## src/tmc_cfg.svh

```systemverilog
/*
  constants of the transceiver mode controller: command codes, pin indices,
  reset values and timing counts. assumes a 50 MHz controller clock.
*/
`ifndef TMC_CFG_SVH
`define TMC_CFG_SVH

// mode_select command codes
`define TMC_CMD_SLEEP        3'h1
`define TMC_CMD_STANDBY      3'h4
`define TMC_CMD_NORMAL       3'h7

// bit positions of the analog/bus inputs in the pin carrier
`define TMC_NPINS            8
`define TMC_PIN_BAT_OK       7
`define TMC_PIN_OVERTEMP     6
`define TMC_PIN_VCC_UV       5
`define TMC_PIN_IO_UV        4
`define TMC_PIN_BUS_ACT      3
`define TMC_PIN_WAKE         2
`define TMC_PIN_STD_WAKE     1
`define TMC_PIN_SEL_FRAME    0

// reset values of wake configuration and status
`define TMC_RST_CAN_WAKE     1'b1
`define TMC_RST_SEL_WAKE     1'b0
`define TMC_RST_PIN_FALL     1'b0
`define TMC_RST_PIN_RISE     1'b0
`define TMC_RST_FORCED       1'b0

// timing, in ns, and derived cycle counts (rounded up)
`define TMC_CLK_PERIOD_NS    20
`define TMC_UVD_QUAL_NS      10000
`define TMC_UVD_SLEEP_NS     40000
`define TMC_SILENCE_NS       60000
`define TMC_CNT_W            16
`define TMC_CYC(ns)          (((ns) + `TMC_CLK_PERIOD_NS - 1) / `TMC_CLK_PERIOD_NS)
`define TMC_UVD_QUAL_CYC     `TMC_CYC(`TMC_UVD_QUAL_NS)
`define TMC_UVD_SLEEP_CYC    `TMC_CYC(`TMC_UVD_SLEEP_NS)
`define TMC_SILENCE_CYC      `TMC_CYC(`TMC_SILENCE_NS)

`endif

```

## src/tmc_pkg.sv

```systemverilog
/*
  types of the transceiver mode controller: operating modes, wake
  configuration and the carrier of asynchronous comparator/bus inputs.
  assumes tmc_cfg.svh for the pin bit order.
*/
package tmc_pkg;

  typedef enum logic [2:0] {
    TMC_OFF,
    TMC_STANDBY,
    TMC_NORMAL,
    TMC_SLEEP,
    TMC_OVERTEMP
  } tmc_mode_e;

  typedef struct packed {
    logic can_wake_enable;
    logic selective_wake_enable;
    logic wake_pin_falling_enable;
    logic wake_pin_rising_enable;
  } tmc_wake_cfg_s;

  // field order matches the TMC_PIN_* bit indices
  typedef struct packed {
    logic battery_supply_ok;
    logic overtemp;
    logic vcc_uv;
    logic io_supply_uv;
    logic bus_activity;
    logic wake_pin;
    logic std_wake_pattern;
    logic selective_frame;
  } tmc_pins_s;

endpackage

```

## src/tmc_qualifier.sv

```systemverilog
/*
  two-flop synchroniser plus a persistence counter for one asynchronous
  level. output rises after the synced input has been high qual_cycles
  cycles in a row and falls at once. assumes a single clock domain.
*/
`timescale 1ns/10ps
`default_nettype none

`include "tmc_cfg.svh"

module tmc_qualifier #(
  parameter int QUAL_CYCLES = 1
) (
  // clock and reset
  input  wire logic mclk_i,
  input  wire logic reset_i,
  // level in and out
  input  wire logic async_i,
  output var  logic level_o
);

  localparam logic [`TMC_CNT_W-1:0] LAST = (`TMC_CNT_W)'(QUAL_CYCLES - 1);

  logic                  meta;
  logic                  sync;
  logic [`TMC_CNT_W-1:0] cnt;
  logic [`TMC_CNT_W-1:0] next_cnt;
  logic                  next_level;

  always_comb begin
    next_cnt   = '0;
    next_level = 1'b0;
    if (sync) begin
      next_cnt   = (cnt == LAST) ? cnt : cnt + 1'b1;
      next_level = (cnt == LAST);
    end
  end

  // meta feeds only sync
  always_ff @(posedge mclk_i) begin
    if (reset_i) begin
      meta    <= 1'b0;
      sync    <= 1'b0;
      cnt     <= '0;
      level_o <= 1'b0;
    end else begin
      meta    <= async_i;
      sync    <= meta;
      cnt     <= next_cnt;
      level_o <= next_level;
    end
  end

endmodule // tmc_qualifier

`default_nettype wire

```

## src/tmc_mode_ctrl.sv

```systemverilog
/*
  operating-mode controller of a CAN transceiver: off, standby, normal,
  sleep and overtemp, host mode commands, sleep entry checks, wake and
  interrupt exits, undervoltage forced sleep. assumes analog comparators
  and bus detectors give levels on pins_i, and host command strobes come
  from logic on mclk_i.
*/
`timescale 1ns/10ps
`default_nettype none

`include "tmc_cfg.svh"

module tmc_mode_ctrl
  import tmc_pkg::*;
(
  // clock and reset
  input  wire logic          mclk_i,
  input  wire logic          reset_i,
  // comparator and bus detector levels, asynchronous
  input  wire tmc_pins_s     pins_i,
  // host commands, mclk domain
  input  wire logic          mode_wr_i,
  input  wire logic [2:0]    mode_select_i,
  input  wire logic          cfg_wr_i,
  input  wire tmc_wake_cfg_s cfg_i,
  input  wire logic          partial_net_config_valid_i,
  input  wire logic          wake_clear_i,
  input  wire logic          irq_pending_i,
  input  wire logic          spi_fault_flag_i,
  // mode and status
  output var  tmc_mode_e     mode_o,
  output var  logic          forced_sleep_status_o,
  output var  logic          wake_pending_o,
  output var  tmc_wake_cfg_s cfg_o,
  // pins
  output var  logic          regulator_inhibit_o,
  output var  logic          regulator_inhibit_oe_o,
  output var  logic          bus_oe_o,
  output var  logic          bus_bias_o,
  output var  logic          can_active_o,
  output var  logic          rxd_o
);

  localparam logic [`TMC_CNT_W-1:0] SLEEP_LAST = (`TMC_CNT_W)'(`TMC_UVD_SLEEP_CYC - 1);
  localparam logic [`TMC_CNT_W-1:0] SIL_LAST   = (`TMC_CNT_W)'(`TMC_SILENCE_CYC - 1);

  function automatic int qual_count(input int idx);
    if (idx == `TMC_PIN_VCC_UV || idx == `TMC_PIN_IO_UV) begin
      return `TMC_UVD_QUAL_CYC;
    end
    return 1;
  endfunction

  // a command is taken in the active modes only
  function automatic logic cmd_mode(input tmc_mode_e m);
    return (m == TMC_STANDBY) || (m == TMC_NORMAL) || (m == TMC_SLEEP);
  endfunction

  // undervoltage timer runs only in normal and standby
  function automatic logic uv_mode(input tmc_mode_e m);
    return (m == TMC_NORMAL) || (m == TMC_STANDBY);
  endfunction

  logic [`TMC_NPINS-1:0] raw;
  logic [`TMC_NPINS-1:0] q;

  assign raw = pins_i;

  genvar gi;
  generate
    for (gi = 0; gi < `TMC_NPINS; gi++) begin : g_qual
      tmc_qualifier #(
        .QUAL_CYCLES (qual_count(gi))
      ) u_qual (
        .mclk_i  (mclk_i),
        .reset_i (reset_i),
        .async_i (raw[gi]),
        .level_o (q[gi])
      );
    end
  endgenerate

  tmc_mode_e             mode;
  tmc_mode_e             next_mode;
  tmc_wake_cfg_s         cfg;
  tmc_wake_cfg_s         next_cfg;
  logic                  fss;
  logic                  next_fss;
  logic                  wake_pend;
  logic                  next_wake_pend;
  logic [`TMC_CNT_W-1:0] uv_cnt;
  logic [`TMC_CNT_W-1:0] next_uv_cnt;
  logic [`TMC_CNT_W-1:0] sil_cnt;
  logic [`TMC_CNT_W-1:0] next_sil_cnt;
  logic                  bias;
  logic                  next_bias;
  logic [2:0]            prev;
  logic [2:0]            next_prev;
  logic                  bat_ok;
  logic                  hot;
  logic                  uv;
  logic                  io_ok;
  logic                  sleep_ok;
  logic                  uv_done;
  logic                  wake_event;
  logic                  bus_wake;
  logic                  pin_rise;
  logic                  pin_fall;
  logic                  forced;
  logic                  next_inh_oe;
  logic                  next_bus_oe;
  logic                  next_bus_bias;
  logic                  next_can_active;
  logic                  next_rxd;

  assign bat_ok = q[`TMC_PIN_BAT_OK];
  assign hot    = q[`TMC_PIN_OVERTEMP];
  assign uv     = q[`TMC_PIN_VCC_UV] | q[`TMC_PIN_IO_UV];
  assign io_ok  = ~q[`TMC_PIN_IO_UV];

  // wake detection
  always_comb begin
    next_prev = {q[`TMC_PIN_WAKE], q[`TMC_PIN_STD_WAKE], q[`TMC_PIN_SEL_FRAME]};
    pin_rise  = q[`TMC_PIN_WAKE] & ~prev[2];
    pin_fall  = ~q[`TMC_PIN_WAKE] & prev[2];
    if (cfg.selective_wake_enable && partial_net_config_valid_i) begin
      bus_wake = q[`TMC_PIN_SEL_FRAME] & ~prev[0];
    end else begin
      bus_wake = q[`TMC_PIN_STD_WAKE] & ~prev[1];
    end
    // overtemp and off detect nothing; a pending wake still stands
    wake_event = cmd_mode(mode) &
                 ((bus_wake & cfg.can_wake_enable) |
                  (pin_rise & cfg.wake_pin_rising_enable) |
                  (pin_fall & cfg.wake_pin_falling_enable));
  end

  // undervoltage delay and bus silence timer
  always_comb begin
    next_uv_cnt = '0;
    if (uv && uv_mode(mode)) begin
      next_uv_cnt = (uv_cnt == SLEEP_LAST) ? uv_cnt : uv_cnt + 1'b1;
    end
    uv_done = uv && uv_mode(mode) && (uv_cnt == SLEEP_LAST);
    next_sil_cnt = '0;
    next_bias    = 1'b1;
    if (!q[`TMC_PIN_BUS_ACT]) begin
      next_sil_cnt = (sil_cnt == SIL_LAST) ? sil_cnt : sil_cnt + 1'b1;
      next_bias    = bias & (sil_cnt != SIL_LAST);
    end
  end

  // mode sequencing
  always_comb begin
    next_mode = mode;
    next_fss  = fss;
    next_cfg  = cfg_wr_i ? cfg_i : cfg;
    forced    = 1'b0;
    sleep_ok  = ~wake_pend & (cfg.can_wake_enable | cfg.wake_pin_falling_enable |
                              cfg.wake_pin_rising_enable);
    unique case (mode)
      TMC_OFF: begin
        if (bat_ok) next_mode = TMC_STANDBY;
      end
      TMC_OVERTEMP: begin
        if (!hot) next_mode = TMC_STANDBY;
      end
      TMC_NORMAL, TMC_STANDBY: begin
        if (mode == TMC_NORMAL && hot) begin
          next_mode = TMC_OVERTEMP;
        end else if (mode_wr_i) begin
          case (mode_select_i)
            `TMC_CMD_NORMAL: begin
              if (mode == TMC_STANDBY) next_mode = TMC_NORMAL;
            end
            `TMC_CMD_STANDBY: begin
              if (mode == TMC_NORMAL) next_mode = TMC_STANDBY;
            end
            `TMC_CMD_SLEEP: begin
              if (sleep_ok) begin
                next_mode = TMC_SLEEP;
                next_fss  = 1'b0;
              end else begin
                next_mode = TMC_STANDBY;
              end
            end
            default: next_mode = mode;
          endcase
        end
        if (uv_done && !(mode == TMC_NORMAL && hot)) begin
          forced    = 1'b1;
          next_mode = TMC_SLEEP;
          next_fss  = 1'b1;
          next_cfg  = '{can_wake_enable: 1'b1, selective_wake_enable: 1'b0,
                        wake_pin_falling_enable: 1'b1, wake_pin_rising_enable: 1'b1};
        end
      end
      TMC_SLEEP: begin
        // spi fault alone does not wake
        if (wake_pend || irq_pending_i) begin
          next_mode = TMC_STANDBY;
        end else if (mode_wr_i && io_ok) begin
          case (mode_select_i)
            `TMC_CMD_NORMAL:  next_mode = TMC_NORMAL;
            `TMC_CMD_STANDBY: next_mode = TMC_STANDBY;
            default:          next_mode = mode;
          endcase
        end
      end
    endcase
    if (!bat_ok) next_mode = TMC_OFF;
    // a new event beats a host clear in the same cycle
    next_wake_pend = (wake_pend & ~wake_clear_i) | wake_event;
    if (forced) next_wake_pend = 1'b0;
  end

  always_ff @(posedge mclk_i) begin
    if (reset_i) begin
      mode      <= TMC_OFF;
      fss       <= `TMC_RST_FORCED;
      cfg       <= '{can_wake_enable: `TMC_RST_CAN_WAKE, selective_wake_enable: `TMC_RST_SEL_WAKE,
                     wake_pin_falling_enable: `TMC_RST_PIN_FALL, wake_pin_rising_enable: `TMC_RST_PIN_RISE};
      wake_pend <= 1'b0;
      uv_cnt    <= '0;
      sil_cnt   <= '0;
      bias      <= 1'b0;
      prev      <= '0;
    end else begin
      mode      <= next_mode;
      fss       <= next_fss;
      cfg       <= next_cfg;
      wake_pend <= next_wake_pend;
      uv_cnt    <= next_uv_cnt;
      sil_cnt   <= next_sil_cnt;
      bias      <= next_bias;
      prev      <= next_prev;
    end
  end

  // pin values from the next state, so pins move on the same edge as mode_o
  always_comb begin
    // high-impedance in sleep and off
    next_inh_oe     = (next_mode == TMC_STANDBY) || (next_mode == TMC_NORMAL) ||
                      (next_mode == TMC_OVERTEMP);
    next_bus_oe     = cmd_mode(next_mode);
    next_bus_bias   = cmd_mode(next_mode) & (next_bias | (next_mode == TMC_NORMAL));
    next_can_active = (next_mode == TMC_NORMAL);
    next_rxd        = ~(next_wake_pend | irq_pending_i | spi_fault_flag_i);
  end

  // registered outputs, all but regulator_inhibit_o (held at 1) derived from next values so they track the mode
  always_ff @(posedge mclk_i) begin
    if (reset_i) begin
      mode_o                 <= TMC_OFF;
      forced_sleep_status_o  <= `TMC_RST_FORCED;
      wake_pending_o         <= 1'b0;
      cfg_o                  <= '0;
      regulator_inhibit_o    <= 1'b0;
      regulator_inhibit_oe_o <= 1'b0;
      bus_oe_o               <= 1'b0;
      bus_bias_o             <= 1'b0;
      can_active_o           <= 1'b0;
      rxd_o                  <= 1'b1;
    end else begin
      mode_o                 <= next_mode;
      forced_sleep_status_o  <= next_fss;
      wake_pending_o         <= next_wake_pend;
      cfg_o                  <= next_cfg;
      regulator_inhibit_o    <= 1'b1;
      regulator_inhibit_oe_o <= next_inh_oe;
      bus_oe_o               <= next_bus_oe;
      bus_bias_o             <= next_bus_bias;
      can_active_o           <= next_can_active;
      rxd_o                  <= next_rxd;
    end
  end

endmodule // tmc_mode_ctrl

`default_nettype wire

```

## config.mk

```make
export PLATFORM = sky130hd
export DESIGN_NAME = tmc_mode_ctrl
export DESIGN_NICKNAME = d
export VERILOG_FILES = /design/src/tmc_pkg.sv /design/src/tmc_qualifier.sv /design/src/tmc_mode_ctrl.sv
export VERILOG_INCLUDE_DIRS = /design/src /design/src/src
export SDC_FILE = /design/constraint.sdc
export NUM_CORES = 1
export LEC_CHECK = 0
export ABC_AREA = 1
export ABC_CLOCK_PERIOD_IN_PS = 2900
export BUFFER_PORTS_ARGS = -buffer_cell sky130_fd_sc_hd__buf_2
export CORE_MARGIN = 2
export CORE_UTILIZATION = 58
export DETAILED_ROUTE_END_ITERATION = 12
export GPL_TIMING_DRIVEN = 0
export PLACE_DENSITY = 0.87
export RECOVER_POWER = 50
export SYNTH_ARGS = -nofsm -noshare
export SYNTH_HDL_FRONTEND = slang
export SYNTH_SLANG_ARGS = --single-unit
```

## constraint.sdc

```tcl
create_clock -name mclk_i -period 2.9 [get_ports mclk_i]
set_input_delay 0.29 -clock mclk_i [delete_from_list [all_inputs] [get_ports mclk_i]]
set_output_delay 0.29 -clock mclk_i [all_outputs]
set_load 0.05 [all_outputs]
```

==> results by group <==
Final layout
  • Most frequent cells in the layout: dfxtp_1, inv_1, nand2_1
  • Nets: roughly 1300
  • Filler Cells Inserted: 1273
  • Most common cell after layout, fill and taps aside: dfxtp_1
  • Post-route cell area: 10050 sq um
  • Antenna fix cells: 0
  • Layout cells sized above 1: 0.09284
  • P&R area growth vs syn: 13.19%

Floorplan
  • Die area: 16310 sq um
  • Core Rows: 45
  • Initial Util: 0.5882
  • Placeable Area: ~15000 sq um
  • Horiz. Die Dim: 127.7 um
  • # IOs: 38
  • DIE HEIGHT: 127.7 um

Timing
  • TNS Setup: 0 ns
  • Clock Skews: about 0.011 ns
  • Max-slew violation count: 0
  • RSZ-0062 raised after global routing: no
  • Final setup fails: 0
  • Min Tclk post-route: 2.222 ns
  • Tcrit/Tclk final: 0.7663
  • Final hold vios: 0
  • Worst-margin pin slew: 0.6783 ns
  • Max_slew headroom: 0.5430
  • Tightest hold margin: 0.02148 ns
  • Max Fclk: roughly 450 MHz

Setup path
  • WP data required: 3.33 ns
  • Crit-path slowest cell: o21ai_0
  • CP Cell Sequence: nand2_1, o21ai_0, nand3_2, nor2_4, nor2_2, nand2_1, nand2_1, nand2_1, nand2_1, nor2_1
  • Delay-heaviest family, CP: simple AND/OR/NAND/NOR gates
  • Reg2Reg Depth: 10
  • CP peak stage delay: 0.58 ns
  • Crit path buf inv count: 0
  • Arr. time, crit path: 2.65 ns
  • Most frequent CP cell: nand2_1
  • Crit Path Max Fanout: 6
  • Crit path launch type: flip-flop
  • Worst Setup Path Type: flip-flop to flip-flop
  • Worst Setup End Kind: flip-flop
  • Cell count along the critical path: 10

Synthesis
  • Yosys reg bits: around 200
  • Synth unique cells: 46
  • Area leader, netlist: dfxtp_1
  • Synth area leaders: dfxtp_1, a21oi_1, inv_1
  • Mapped Cells: 1191
  • Avg Inst Size Synth: 7.453 sq um
  • Post-synth net total: between 1000 and 1500
  • Warnings from Yosys: 0
  • Proportion of netlist area held by the largest area contributor: 0.4601
  • Register area share after synthesis: 0.4601
  • Mapped Area: between 8000 and 9000 sq um

Clock network
  • Clock Latency Late Sink: 0.50 ns
  • CTS H-tree depth: 1
  • TritonCTS clock tree: built
  • Postcts setup bufs: 0
  • CTS max path bufs: 3
  • Clk slew on worst S/H paths: 0.06 ns
  • Root Buffer Master: clkbuf_16
  • Post-CTS resize count: 0
  • Cts bufs inserted: 22
  • Clock sink count: 204

Placement
  • Post-DP Area: ~9300 sq um
  • Routability congestion estimate: ~0.87
  • IO Port Bufs: 37
  • DPL Wire Length: ~13 mm

Hold path
  • Hold Path Class: input port to flip-flop
  • Hold Path Depth: 3

Detailed routing
  • WL/cell: 12.60 um
  • Antenna-violating nets left: 0
  • Iter 0 DRT Violations: ~530
  • Vias: 7840
  • Total Routed Length: between 15 and 20 mm
  • Vias per inst: 5.374
  • DR pass1 iterations: 6
  • Post-route DRC: 0

Run status
  • Status: finished clean

Global route
  • GRT Total Usage: 0.2267
  • Largest net degree at the start of global routing: 15
  • First-pass GRT wire length: ~31 mm
  • Gr ovfl total: 0
  • Vias in the first global route: 7234
  • Initial antenna violation count: 0

Run
  • Max_cap viols: 0

Power
  • Leakage: a little under 4 nW
  • Maximum VDD drop: 0.4663 mV
  • Power Density: 585.9 nW/um^2
through the flow:
| stage | setup WS (ns) | total power, W | utilization | instances |
|---|---|---|---|---|
| global route | 0.4483 | 0.006073 | 0.6658 | 1459 |
| floorplan | 1.099 | 0.003000 | - | 1191 |
| global placement | 1.032 | 0.003051 | 0.6161 | 1416 |
| detailed placement | 1.005 | 0.003055 | 0.6161 | 1416 |
| CTS | 0.9371 | 0.005940 | 0.6697 | 1459 |
| finish | 0.6778 | 0.005887 | 0.6658 | 1459 |
Yosys cell counts, drive strengths merged:
cell type    n
clkbuf       9
o211ai       1
o221a        1
o21bai       1
ha          16
and3         1
nor3b        1
nand2      163
a31oi        4
inv        190
and2         1
xnor2        4
o21ai      104
o21a         8
nor3        42
a21oi      131
a2111oi      1
a221oi       1
o2111a       1
nand4       29
xor2         8
a21o         1
buf          7
o211a        1
nor2       158
nor4        29
or2          5
nand3b       1
dfxtp      204
nand3       61
a211oi       4
o21ba        1
clkinv       2
worst reg2reg max path, cell delays in order, from the launching register on:
cell,delay [ns]
dfxtp_1,0.39
nand2_1,0.16
o21ai_0,0.58
nand3_2,0.17
nor2_4,0.26
nor2_2,0.07
nand2_1,0.09
nand2_1,0.08
nand2_1,0.09
nand2_1,0.08
nor2_1,0.19
flip-flops by register name, indices dropped and copies added (netlist names):
register and cells:
g_qual.u_qual.cnt 128, sil_cnt 16, uv_cnt 16, g_qual.u_qual.level_o 8, g_qual.u_qual.meta 8, g_qual.u_qual.sync 8, cfg_o 4, mode_o 3
prev 3, bias 1, bus_bias_o 1, bus_oe_o 1, can_active_o 1, cfg 1, forced_sleep_status_o 1, regulator_inhibit_o 1
regulator_inhibit_oe_o 1, rxd_o 1, wake_pending_o 1
worst paths after layout:
| check | start | end | slack, ns |
|---|---|---|---|
| worst max-delay path | mode_o[0] | bus_bias_o | 0.68 |
| worst min-delay path | pins_i[4] | g_qual[4].u_qual.meta | 0.02 |
| worst max register to register | mode_o[0] | bus_bias_o | 0.68 |
| worst min register to register | g_qual[3].u_qual.meta | g_qual[3].u_qual.sync | 0.41 |
cell families (layout without fill, tap and decap cells):
group | count (synthesis) | after routing | share of synthesized area
compound gates | 260 | 260 | 0.1560
xor+xnor | 12 | 12 | 0.01184
fa+ha+maj | 16 | 16 | 0.02255
buf+inv | 208 | 288 | 0.09050
flops | 204 | 204 | 0.4601
simple gates | 491 | 491 | 0.2590
cell type report:
cell class,count,area [sq um],share of cell area
Clock inverter,9,125.1,0.01245
Inverter,192,720.7,0.07173
Sequential cell,204,4084,0.4065
Timing Repair Buffer,43,232.7,0.02316
Tap cell,188,235.2,0.02341
Multi-Input combinational cell,779,3950,0.3932
Buffer,16,75.07,0.007472
Clock buffer,28,624.3,0.06214
per-layer routing:
metal / wire, um / global-route usage / share of wire / up-vias
li1: - / - / - / 4078
met1: 8160 / 0.2861 / 0.44 / 3557
met2: 8874 / 0.4008 / 0.48 / 173
met3: 966 / 0.03506 / 0.053 / 32
met4: 380 / 0.06852 / 0.021 / 0
met5: 0 / 0 / 0 / -
report_power, final:
group	switching, W	internal (W)	leakage, nW
Combinational	0.000105	0.0000526	1.89
Clock	0.00111	0.00178	0.366
Sequential	0.0000139	0.00283	1.65
Total	0.00123	0.00466	3.90
repair_timing:
| item | CTS | global route |
|---|---|---|
| endpoints found under the setup margin | 0 | 0 |
| hold buffers | 6 | 0 |
| hold endpoints to repair | 6 | 0 |
(Power assumes the default switching activity.)
